--- src/timer8_pkg.sv ---
// Purpose: shared constants for the 8-bit timer waveform block
// Assumes: 32-bit APB, one register per aligned word
// Notes: offsets are byte addresses
package timer8_pkg;
	// ==========================================================
	// register offsets
	localparam logic [7:0] ctrl_a_off = 8'h30;
	localparam logic [7:0] ctrl_b_off = 8'h34;
	localparam logic [7:0] count_off = 8'h38;
	localparam logic [7:0] cmp_a_off = 8'h3C;
	localparam logic [7:0] cmp_b_off = 8'h40;
	localparam logic [7:0] flags_off = 8'h44;
	// ==========================================================
	// field positions and masks
	localparam logic [7:0] ctrl_a_mask = 8'hF3;
	localparam logic [7:0] ctrl_b_mask = 8'h0F;
	localparam int act_a_lsb = 6;
	localparam int act_b_lsb = 4;
	localparam int top_sel_pos = 3;
	localparam logic [7:0] reset_byte = 8'h00;
	localparam logic [7:0] max_val = 8'hFF;
	localparam logic [7:0] bottom_val = 8'h00;
	// ==========================================================
	// prescaler divide counts
	localparam int presc_w = 10;
	localparam logic [9:0] div8_last = 10'h007;
	localparam logic [9:0] div64_last = 10'h03F;
	localparam logic [9:0] div256_last = 10'h0FF;
	localparam logic [9:0] div1024_last = 10'h3FF;
	// ==========================================================
	// waveform modes
	typedef enum logic [2:0] {
		mode_normal = 3'b000,
		mode_pc_ff = 3'b001,
		mode_ctc = 3'b010,
		mode_fast_ff = 3'b011,
		mode_res4 = 3'b100,
		mode_pc_cmp = 3'b101,
		mode_res6 = 3'b110,
		mode_fast_cmp = 3'b111
	} wave_mode_t;
endpackage

--- src/timer8_wave.sv ---
// Purpose: 8-bit timer waveform generation and compare output control
// Assumes: APB slave, single clock pclk
// Notes: tick is a count enable, logic fully synchronous
// Notes on behaviour
// - timer clock acts as count enable
// - nonzero A action routes A wave to pin; the code keeps the pin on port in modes 4 and 6
// - A non-PWM: off, toggle, clear, set
// - A fast PWM: toggle needs top bit
// - fast PWM cmp equal TOP ignored
// - A phase-correct: up/down clear or set
// - phase-correct cmp equal TOP acts at TOP
// - nonzero B action routes B wave to pin; the code keeps the pin on port in modes 4 and 6
// - B non-PWM: off, toggle, clear, set
// - B fast PWM code 01 reserved
// - B phase-correct code 01 reserved
// - bits 3:2 reserved, read zero, reset zero
// - mode from top bit and low bits
// - TOP source and compare update point
// - overflow flag point per mode
// - clock select picks prescale or pin
// - fast PWM wraps after TOP
// - flags clear by ack or write one
//
// The APB interface to the registers was chosen for this implementation.
module timer8_wave (
	input wire logic pclk,
	input wire logic presetn,
	input wire logic psel,
	input wire logic penable,
	input wire logic pwrite,
	input wire logic [7:0] paddr,
	input wire logic [31:0] pwdata,
	output logic [31:0] prdata,
	output logic pready,
	output logic pslverr,
	input wire logic ext_clk_pin,
	input wire logic dir_a_out,
	input wire logic dir_b_out,
	input wire logic port_a_val,
	input wire logic port_b_val,
	input wire logic ack_ovf,
	input wire logic ack_match_a,
	input wire logic ack_match_b,
	output logic pin_a_o,
	output logic pin_a_oe_n,
	output logic pin_b_o,
	output logic pin_b_oe_n,
	output logic chan_a_wave_out,
	output logic chan_b_wave_out,
	output logic overflow_flag,
	output logic chan_a_match_flag,
	output logic chan_b_match_flag
);
	// ==========================================================
	// state and decoded signals
	// all state in one record, registered by a single process
	typedef struct packed {
		logic [7:0] timer_ctrl_a;
		logic [3:0] timer_ctrl_b;
		logic [7:0] count_value;
		logic [7:0] cmp_a_buf;
		logic [7:0] cmp_b_buf;
		logic [7:0] chan_a_compare_value;
		logic [7:0] chan_b_compare_value;
		logic count_down;
		logic wave_a;
		logic wave_b;
		logic ovf;
		logic mf_a;
		logic mf_b;
		logic eq_a;
		logic eq_b;
		logic block_cmp;
		logic ext_s1;
		logic ext_s2;
		logic [31:0] rdata;
	} state_t;
	state_t st_reg, st_next;
	logic tick;
	logic wr, rd;
	timer8_pkg::wave_mode_t mode;
	logic [7:0] top;
	logic [1:0] act_a, act_b;
	logic is_fast, is_pc, is_nonpwm, at_top, at_bottom, upd_now;
	logic cmp_hit_a, cmp_hit_b, ovf_set, next_dir_down;
	logic [7:0] cnt_next;
	logic [7:0] wdata8;
	// ==========================================================
	// count enable from prescaler or synchronised pin
	// the pin passes two flops here so tick_gen sees one clean domain
	// clock select
	tick_gen u_tick (
		.pclk(pclk),
		.presetn(presetn),
		.clock_source_sel(st_reg.timer_ctrl_b[2:0]),
		.ext_sync(st_reg.ext_s2),
		.count_enable_tick(tick)
	);
	// ==========================================================
	// the waveform channel update, shared by A and B
	function automatic logic chan_wave(input logic cur, input logic [1:0] act,
		input logic hit, input logic topb, input logic fast, input logic pc,
		input logic down, input logic wrap, input logic ign, input logic at_t);
		logic r;
		r = cur;
		if (fast) begin
			// match ignored when cmp is TOP
			if (hit && !ign) begin
				if (act == 2'b01 && topb) r = ~cur;
				else if (act == 2'b10) r = 1'b0;
				else if (act == 2'b11) r = 1'b1;
			end
			if (wrap && act[1]) r = ~act[0];
		end else if (pc) begin
			// set or clear done at TOP
			if (ign && at_t && act[1]) r = ~act[0];
			else if (hit && !ign) begin
				if (act == 2'b01 && topb) r = ~cur;
				else if (act[1]) r = down ? ~act[0] : act[0];
			end
		end else if (hit) begin
			if (act == 2'b01) r = ~cur;
			else if (act[1]) r = act[0];
		end
		return r;
	endfunction
	// ==========================================================
	// mode decode
	always_comb begin
		// reserved modes 4 and 6 fall to the normal count path
		// mode value
		mode = timer8_pkg::wave_mode_t'({st_reg.timer_ctrl_b[timer8_pkg::top_sel_pos],
			st_reg.timer_ctrl_a[1:0]});
		act_a = st_reg.timer_ctrl_a[timer8_pkg::act_a_lsb +: 2];
		act_b = st_reg.timer_ctrl_a[timer8_pkg::act_b_lsb +: 2];
		is_fast = (mode == timer8_pkg::mode_fast_ff) || (mode == timer8_pkg::mode_fast_cmp);
		is_pc = (mode == timer8_pkg::mode_pc_ff) || (mode == timer8_pkg::mode_pc_cmp);
		is_nonpwm = (mode == timer8_pkg::mode_normal) || (mode == timer8_pkg::mode_ctc);
		if (mode == timer8_pkg::mode_ctc || mode == timer8_pkg::mode_pc_cmp ||
			mode == timer8_pkg::mode_fast_cmp) begin
			top = st_reg.chan_a_compare_value;
		end else begin
			top = timer8_pkg::max_val;
		end
		at_top = (st_reg.count_value == top);
		at_bottom = (st_reg.count_value == timer8_pkg::bottom_val);
	end
	// ==========================================================
	// apb decode; zero wait states
	assign wr = psel & penable & pwrite;
	assign rd = psel & ~penable & ~pwrite;
	assign wdata8 = pwdata[7:0];
	assign pready = 1'b1;
	assign pslverr = psel & penable & ~((paddr == timer8_pkg::ctrl_a_off) ||
		(paddr == timer8_pkg::ctrl_b_off) || (paddr == timer8_pkg::count_off) ||
		(paddr == timer8_pkg::cmp_a_off) || (paddr == timer8_pkg::cmp_b_off) ||
		(paddr == timer8_pkg::flags_off));
	// ==========================================================
	// next state
	always_comb begin
		st_next = st_reg;
		cmp_hit_a = 1'b0;
		cmp_hit_b = 1'b0;
		ovf_set = 1'b0;
		cnt_next = st_reg.count_value;
		next_dir_down = st_reg.count_down;
		upd_now = 1'b0;
		// two-flop sync, second flop feeds the edge detector
		st_next.ext_s1 = ext_clk_pin;
		st_next.ext_s2 = st_reg.ext_s1;
		if (tick) begin
			cmp_hit_a = st_reg.eq_a && !st_reg.block_cmp;
			cmp_hit_b = st_reg.eq_b && !st_reg.block_cmp;
			st_next.block_cmp = 1'b0;
			st_next.eq_a = 1'b0;
			st_next.eq_b = 1'b0;
			case (mode)
				timer8_pkg::mode_pc_ff, timer8_pkg::mode_pc_cmp: begin
					// direction turns at TOP, so TOP stands for one tick
					if (at_top) next_dir_down = 1'b1;
					else if (at_bottom) next_dir_down = 1'b0;
					cnt_next = next_dir_down ? st_reg.count_value - 8'h01
						: st_reg.count_value + 8'h01;
					ovf_set = at_bottom && st_reg.count_down;
					upd_now = at_top;
				end
				timer8_pkg::mode_fast_ff, timer8_pkg::mode_fast_cmp: begin
					// TOP stands for one tick before the wrap
					// wrap after TOP
					cnt_next = at_top ? timer8_pkg::bottom_val
						: st_reg.count_value + 8'h01;
					ovf_set = at_top;
					upd_now = at_top;
				end
				timer8_pkg::mode_ctc: begin
					// overflow only if TOP happens to be MAX
					cnt_next = at_top ? timer8_pkg::bottom_val
						: st_reg.count_value + 8'h01;
					ovf_set = (st_reg.count_value == timer8_pkg::max_val);
				end
				default: begin
					// reserved modes run the counter but raise no overflow
					// reserved modes count as normal
					cnt_next = st_reg.count_value + 8'h01;
					ovf_set = (st_reg.count_value == timer8_pkg::max_val) &&
						(mode == timer8_pkg::mode_normal);
				end
			endcase
			st_next.count_value = cnt_next;
			st_next.count_down = next_dir_down;
			st_next.wave_a = chan_wave(st_reg.wave_a, act_a, cmp_hit_a,
				mode[2], is_fast, is_pc, st_reg.count_down, at_top && is_fast,
				st_reg.chan_a_compare_value == top, at_top);
			// B code 01 never toggles in PWM
			st_next.wave_b = chan_wave(st_reg.wave_b, act_b, cmp_hit_b,
				1'b0, is_fast, is_pc, st_reg.count_down, at_top && is_fast,
				st_reg.chan_b_compare_value == top, at_top);
		end else begin
			st_next.eq_a = st_reg.eq_a | (st_reg.count_value == st_reg.chan_a_compare_value);
			st_next.eq_b = st_reg.eq_b | (st_reg.count_value == st_reg.chan_b_compare_value);
		end
		// equality is remembered between ticks so a prescaled
		// match is flagged on the tick that follows it
		if (tick) begin
			st_next.eq_a = (cnt_next == st_reg.chan_a_compare_value);
			st_next.eq_b = (cnt_next == st_reg.chan_b_compare_value);
		end
		// PWM modes wait for TOP so that one period
		// never sees two compare values
		// immediate update outside PWM
		if (is_nonpwm || !(is_fast || is_pc) || upd_now) begin
			st_next.chan_a_compare_value = st_reg.cmp_a_buf;
			st_next.chan_b_compare_value = st_reg.cmp_b_buf;
		end
		// ==========================================================
		// sticky flags
		// flags: set wins over clear
		st_next.ovf = ovf_set | (st_reg.ovf & ~ack_ovf &
			~(wr && paddr == timer8_pkg::flags_off && wdata8[0]));
		st_next.mf_a = cmp_hit_a | (st_reg.mf_a & ~ack_match_a &
			~(wr && paddr == timer8_pkg::flags_off && wdata8[1]));
		st_next.mf_b = cmp_hit_b | (st_reg.mf_b & ~ack_match_b &
			~(wr && paddr == timer8_pkg::flags_off && wdata8[2]));
		// ==========================================================
		// register writes
		if (wr) begin
			if (paddr == timer8_pkg::ctrl_a_off) begin
				st_next.timer_ctrl_a = wdata8 & timer8_pkg::ctrl_a_mask;
			end else if (paddr == timer8_pkg::ctrl_b_off) begin
				st_next.timer_ctrl_b = wdata8[3:0];
				// force strobes act only in normal and CTC modes, no flag
				if (is_nonpwm && wdata8[7]) begin
					st_next.wave_a = chan_wave(st_reg.wave_a, act_a, 1'b1,
						1'b0, 1'b0, 1'b0, 1'b0, 1'b0, 1'b0, 1'b0);
				end
				if (is_nonpwm && wdata8[6]) begin
					st_next.wave_b = chan_wave(st_reg.wave_b, act_b, 1'b1,
						1'b0, 1'b0, 1'b0, 1'b0, 1'b0, 1'b0, 1'b0);
				end
			end else if (paddr == timer8_pkg::count_off) begin
				// writing the counter mid-run can miss a match;
				// software has to live with that
				// a counter write blocks a match on the next tick only
				st_next.count_value = wdata8;
				st_next.block_cmp = 1'b1;
				st_next.eq_a = 1'b0;
				st_next.eq_b = 1'b0;
			end else if (paddr == timer8_pkg::cmp_a_off) begin
				st_next.cmp_a_buf = wdata8;
			end else if (paddr == timer8_pkg::cmp_b_off) begin
				st_next.cmp_b_buf = wdata8;
			end
		end
		// ==========================================================
		// read data captured in setup, held for access
		if (rd) begin
			if (paddr == timer8_pkg::ctrl_a_off) begin
				st_next.rdata = {24'h000000, st_reg.timer_ctrl_a};
			end else if (paddr == timer8_pkg::ctrl_b_off) begin
				st_next.rdata = {28'h0000000, st_reg.timer_ctrl_b};
			end else if (paddr == timer8_pkg::count_off) begin
				st_next.rdata = {24'h000000, st_reg.count_value};
			end else if (paddr == timer8_pkg::cmp_a_off) begin
				st_next.rdata = {24'h000000, st_reg.cmp_a_buf};
			end else if (paddr == timer8_pkg::cmp_b_off) begin
				st_next.rdata = {24'h000000, st_reg.cmp_b_buf};
			end else if (paddr == timer8_pkg::flags_off) begin
				st_next.rdata = {29'h00000000, st_reg.mf_b, st_reg.mf_a, st_reg.ovf};
			end else begin
				st_next.rdata = 32'h00000000;
			end
		end
	end
	// ==========================================================
	// state register
	always_ff @(posedge pclk or negedge presetn) begin
		if (!presetn) begin
			st_reg <= '0;
		end else begin
			st_reg <= st_next;
		end
	end
	// ==========================================================
	// outputs
	// data outputs come straight from flip-flops
	assign prdata = st_reg.rdata;
	assign chan_a_wave_out = st_reg.wave_a;
	assign chan_b_wave_out = st_reg.wave_b;
	assign overflow_flag = st_reg.ovf;
	assign chan_a_match_flag = st_reg.mf_a;
	assign chan_b_match_flag = st_reg.mf_b;
	// the mux is combinational, so the pin follows a mode write at once
	// A routed when action nonzero and mode is not 4 or 6
	// reserved action code leaves pin on port
	always_comb begin
		if (act_a != 2'b00 && !(act_a == 2'b01 && !is_nonpwm && !mode[2]) &&
			mode != timer8_pkg::mode_res4 && mode != timer8_pkg::mode_res6) begin
			pin_a_o = st_reg.wave_a;
		end else begin
			pin_a_o = port_a_val;
		end
		if (act_b != 2'b00 && !(act_b == 2'b01 && !is_nonpwm) &&
			mode != timer8_pkg::mode_res4 && mode != timer8_pkg::mode_res6) begin
			pin_b_o = st_reg.wave_b;
		end else begin
			pin_b_o = port_b_val;
		end
		pin_a_oe_n = ~dir_a_out;
		pin_b_oe_n = ~dir_b_out;
	end
endmodule // timer8_wave

--- src/tick_gen.sv ---
// Purpose: timer count enable from prescaler or external pin
// Assumes: ext pin already synchronised by the caller
// Notes: one-cycle tick, never a clock
module tick_gen (
	input wire logic pclk,
	input wire logic presetn,
	input wire logic [2:0] clock_source_sel,
	input wire logic ext_sync,
	output logic count_enable_tick
);
	typedef struct packed {
		logic [9:0] presc;
		logic ext_prev;
	} tick_state_t;
	tick_state_t st_reg, st_next;
	logic hit;
	// ==========================================================
	// prescaler and edge detect
	always_comb begin
		st_next = st_reg;
		st_next.presc = st_reg.presc + 10'h001;
		st_next.ext_prev = ext_sync;
		case (clock_source_sel)
			3'b001: hit = 1'b1;
			3'b010: hit = (st_reg.presc[2:0] == timer8_pkg::div8_last[2:0]);
			3'b011: hit = (st_reg.presc[5:0] == timer8_pkg::div64_last[5:0]);
			3'b100: hit = (st_reg.presc[7:0] == timer8_pkg::div256_last[7:0]);
			3'b101: hit = (st_reg.presc == timer8_pkg::div1024_last);
			// falling edge of the pin
			3'b110: hit = st_reg.ext_prev & ~ext_sync;
			3'b111: hit = ~st_reg.ext_prev & ext_sync;
			default: hit = 1'b0; // stopped
		endcase
	end
	always_ff @(posedge pclk or negedge presetn) begin
		if (!presetn) begin
			st_reg <= '0;
		end else begin
			st_reg <= st_next;
		end
	end
	assign count_enable_tick = hit;
endmodule // tick_gen

--- config.mk ---
export PLATFORM = sky130hd
export DESIGN_NAME = timer8_wave
export DESIGN_NICKNAME = d
export VERILOG_FILES = /design/src/timer8_pkg.sv /design/src/timer8_wave.sv /design/src/tick_gen.sv
export SDC_FILE = /design/constraint.sdc
export NUM_CORES = 1
export LEC_CHECK = 0
export ABC_AREA = 1
export BUFFER_PORTS_ARGS = -buffer_cell sky130_fd_sc_hd__buf_4
export CORE_UTILIZATION = 50
export DETAILED_ROUTE_END_ITERATION = 8
export PLACE_DENSITY = 0.71
export RECOVER_POWER = 25
export SLEW_MARGIN = 20
export SYNTH_ARGS = -nofsm -noshare
export SYNTH_HDL_FRONTEND = slang
export SYNTH_SLANG_ARGS = --single-unit
--- constraint.sdc ---
create_clock -name pclk -period 3.2 [get_ports pclk]
set_clock_uncertainty 0.2 [all_clocks]
set_input_delay 0.8 -clock pclk [delete_from_list [all_inputs] [get_ports pclk]]
set_output_delay 0.8 -clock pclk [all_outputs]
set_load 0.1 [all_outputs]
==> summary.md <==
The fraction of layout instances using a drive strength above 1 came out at 0.137. The sum of negative setup slack was 0 ns; the half-perimeter wire length of the detailed placement result was 13100 microns. The count of routing violations after the opening detailed-route iteration was 435; the highest attainable clock frequency was 330 MHz. The filler-free cell count of the finished design is 993. Clock tree synthesis found a total of 80 sinks. Relative to the synthesized area, the layout overhead comes to 12.2%.

For this block, the routed nets add up to 16600 microns of wire. The total power of the final layout was 2.97 mW. Before CTS, the worst setup slack after placement is 0.166 ns. The number of enable flip-flop cells after synthesis came out at 0.

In the synthesized netlist the dominant register cell turns out to be sky130_fd_sc_hd__dfrtp_1. Synthesized-area fraction occupied by and/or/nand/nor cells: 0.296. The endpoint of the worst hold-timing path was st_reg[32]$_DFF_PN0_.

Compound-cell area share of the yosys netlist: 0.140. The number of hold buffers added after CTS was 0. The worst slew margin relative to its limit is -0.488, and the total via count after detailed routing is 5476.

The number of antenna violations at the first check in global routing is 0, and the total CTS buffers is 9. The startpoint identified for the worst hold timing path is st_next[32]$_DFF_PN0_. The sequential share of the synthesized area was 0.361. The XOR/XNOR share of the synthesized area was 0.0537.

The maximum fanout count along the critical path works out to 5. Setup repair after global routing left no endpoint under its margin. The mux contribution to synthesized area came out at 0.00383.

For the number of buffers on the longest clock path, the log shows 2. STA classifies the critical path startpoint as an input port. The tools report the required time of the worst setup path as 2.20 ns. Counting tap cells, the placed design contains a total of 977 instances.

Worst reg-to-reg path cell count: 19. For the area of the core, the log shows 10800 sq um. The clock tree synthesis step divided the H-tree into 3 levels.

The commonest cells after synthesis are sky130_fd_sc_hd__nand2_1 (211), sky130_fd_sc_hd__inv_1 (93), sky130_fd_sc_hd__o21ai_0 (83), sky130_fd_sc_hd__dfrtp_1 (80), sky130_fd_sc_hd__nand3_1 (59). The Yosys step of the flow raised 0 warnings. The finished cells cover 6230 sq um.

96 I/O pins were placed. The checks that failed: capacitance limit, slew limit. After synthesis the netlist holds a flip-flop and latch count of 80. TritonCTS built the clock tree. The count of final setup violators was 0. The total overflow reported by the global router came out at 0.

For the number of global-route vias before repair, the log shows 5260. The run gives 0 as the count of nets left with antenna violations after detail routing. In the post-synthesis netlist, the biggest area contributors are sky130_fd_sc_hd__dfrtp_1 (36%), sky130_fd_sc_hd__nand2_1 (14%), sky130_fd_sc_hd__o21ai_0 (7.5%). Proportion of synthesized flip-flops having asynchronous set or reset: 1.00. The top-area cell type share of the netlist area works out to 0.361. In this run the horizontal extent of the chip is 107 microns. By area, the combinational part of the netlist is dominated by simple AND/OR/NAND/NOR gates. The first detailed-routing pass took 5 iterations. The register with the most flip-flops in the layout has 48 of them. The later-pin clock latency in the skew report came out at 0.37 ns. After detailed routing, the average wire length per cell comes to 16.7 microns.

For this run, design rule violations remaining after detail routing come to 0. The die is 107 microns tall. The run finished, with violations left. In the post-route analysis, the smallest setup slack over all paths is 0.166 ns. The worst-case IR drop observed on VDD is 0.000268 V.

Number of nets in the layout: 905. The cell chosen for the clock root is sky130_fd_sc_hd__clkbuf_8. The mapped netlist covers 5550 sq um. The tools report the register-to-register setup slack as 0.31 ns. The congestion estimate from routability-driven global placement came to 0.923. The worst hold path was traced through 0 stages. Counting distinct cell types in the post-synthesis netlist gives 42. The reported leakage power came out at 2.94 nW.

Hold is met by 0.160 ns. The kind of path behind the tightest hold check is reg -> reg. The die covers 11500 sq um. Dividing total power by cell area gives a power density of 477 nW/um^2. Dividing the detail-routed via count by the number of cells gives 5.51. For the pin count of the biggest net entering global routing, the log shows 42. The count of buffers added on input and output ports is 46.

The first global-routing pass estimated 26600 microns of wire. After clock tree synthesis, the clock-pin slew on the worst setup and hold paths is 0.09 ns. The largest total area in the synthesized netlist belongs to sky130_fd_sc_hd__dfrtp_1.

The critical path data arrival time is 2.03 ns. The kind of critical path is in -> out. The number of max-slew violations in the final report was 40; the cell area after placement was 6030 sq um.

0 antenna diodes ended up in the layout. The post-layout utilization of the core was 0.574. The worst register-to-register path ends at st_reg[36]$_DFF_PN0_. Most common cell in the synthesized netlist: sky130_fd_sc_hd__nand2_1. After technology mapping, the gate count stands at 796. The adder-cell share of the synthesized area was 0.00902. The tools report the initial core utilization as 0.512.

The startpoint identified for the worst register-to-register timing path is mode[2]$_DFFE_PN0P_. The overall track demand over capacity in global routing was 0.305; the transition time at the pin with the least slew margin was 2.23 ns. The cell row count is 38, and the hold violation count in the final report is 0. The time the final worst path needs with I/O delays and setup was 3.03 ns. The mean instance size in the synthesized netlist was 6.97 sq um; the number of max-cap violations was 1. STA classifies the critical path endpoint as a primary output. Final cycle utilization of the critical path: 0.948.
what timing repair did:
item | 4_1_cts | 5_1_grt
setup endpoints to repair | 0 | 2
resized for setup | 0 | 2
setup buffers | 0 | 0
final cells by class:
type,count,area [sq um]
clock buffers,10,138
clock inverters,6,52.6
fillers,1070,4610
inverters,101,379
multi-input cells,581,2910
flip-flops and latches,80,2000
well taps,140,175
repair buffers,75,572
routing by layer:
metal / GRT usage / vias up / part of all wire
met4: 0.143 / 0 / 0.033
met2: 0.496 / 225 / 0.48
li1: - / 2644 / -
met3: 0.0575 / 36 / 0.063
met5: 0 / - / 0
met1: 0.391 / 2571 / 0.43
layout by cell type (no fill, tap or decap), types with 2 or more instances in the layout:
master	Yosys	routed
sky130_fd_sc_hd__a21oi_1	26	26
sky130_fd_sc_hd__a221oi_1	6	6
sky130_fd_sc_hd__a31oi_1	5	3
sky130_fd_sc_hd__a31oi_2	0	2
sky130_fd_sc_hd__buf_4	35	72
sky130_fd_sc_hd__clkbuf_8	0	10
sky130_fd_sc_hd__clkinv_4	0	2
sky130_fd_sc_hd__clkinvlp_4	0	2
sky130_fd_sc_hd__conb_1	2	25
sky130_fd_sc_hd__dfrtp_1	80	79
sky130_fd_sc_hd__ha_1	4	4
sky130_fd_sc_hd__inv_1	93	93
sky130_fd_sc_hd__inv_2	7	7
sky130_fd_sc_hd__nand2_1	211	211
sky130_fd_sc_hd__nand2_2	6	6
sky130_fd_sc_hd__nand3_1	59	59
sky130_fd_sc_hd__nand3_2	3	3
sky130_fd_sc_hd__nand4_1	9	9
sky130_fd_sc_hd__nor2_1	56	56
sky130_fd_sc_hd__nor2_2	2	2
sky130_fd_sc_hd__nor3_1	14	13
sky130_fd_sc_hd__nor3_2	2	3
sky130_fd_sc_hd__nor4_1	11	11
sky130_fd_sc_hd__o2111ai_1	3	3
sky130_fd_sc_hd__o211ai_1	3	3
sky130_fd_sc_hd__o21ai_0	83	83
sky130_fd_sc_hd__o221ai_1	3	3
sky130_fd_sc_hd__o311ai_0	2	2
sky130_fd_sc_hd__o31ai_1	2	2
sky130_fd_sc_hd__o32ai_1	2	2
sky130_fd_sc_hd__xnor2_1	11	11
sky130_fd_sc_hd__xor2_1	23	23
worst max-delay path, stage by stage:
cell and delay (ns):
sky130_fd_sc_hd__buf_4 0.11, sky130_fd_sc_hd__nor3_1 0.17, sky130_fd_sc_hd__inv_1 0.11, sky130_fd_sc_hd__nor4_1 0.29, sky130_fd_sc_hd__inv_1 0.16, sky130_fd_sc_hd__nand3_1 0.11
sky130_fd_sc_hd__nor3_2 0.04, sky130_fd_sc_hd__buf_4 0.23
logic make-up (layout without fill, tap and decap cells):
group | after synthesis | in the layout
other | 2 | 25
muxes | 2 | 2
and+or+nand+nor | 378 | 378
AOI/OAI and AO/OA | 138 | 138
DFF | 80 | 80
adders and majority gates | 4 | 4
xor gates and xnor gates | 34 | 34
buffers and inverters | 158 | 192
how the worst max path moves through the flow:
stage | startpoint | to | slack, ns | cells past startpoint
after floorplan | paddr[1] | pslverr | -0.40 | 10
after global routing | paddr[6] | pslverr | 0.008 | 8
after global placement | paddr[6] | pslverr | 0.17 | 8
after CTS | paddr[6] | pslverr | 0.17 | 8
after detailed placement | paddr[6] | pslverr | 0.17 | 8
final | paddr[6] | pslverr | 0.17 | 8
power breakdown:
part           internal [mW]  leakage [nW]  switching (mW)
sequential              1.06          1.05          0.0761
clock                  0.313        0.0910           0.412
combinational          0.344          1.79           0.764
total                   1.72          2.94            1.25
Note: power is estimated with default switching activity, not from simulation.
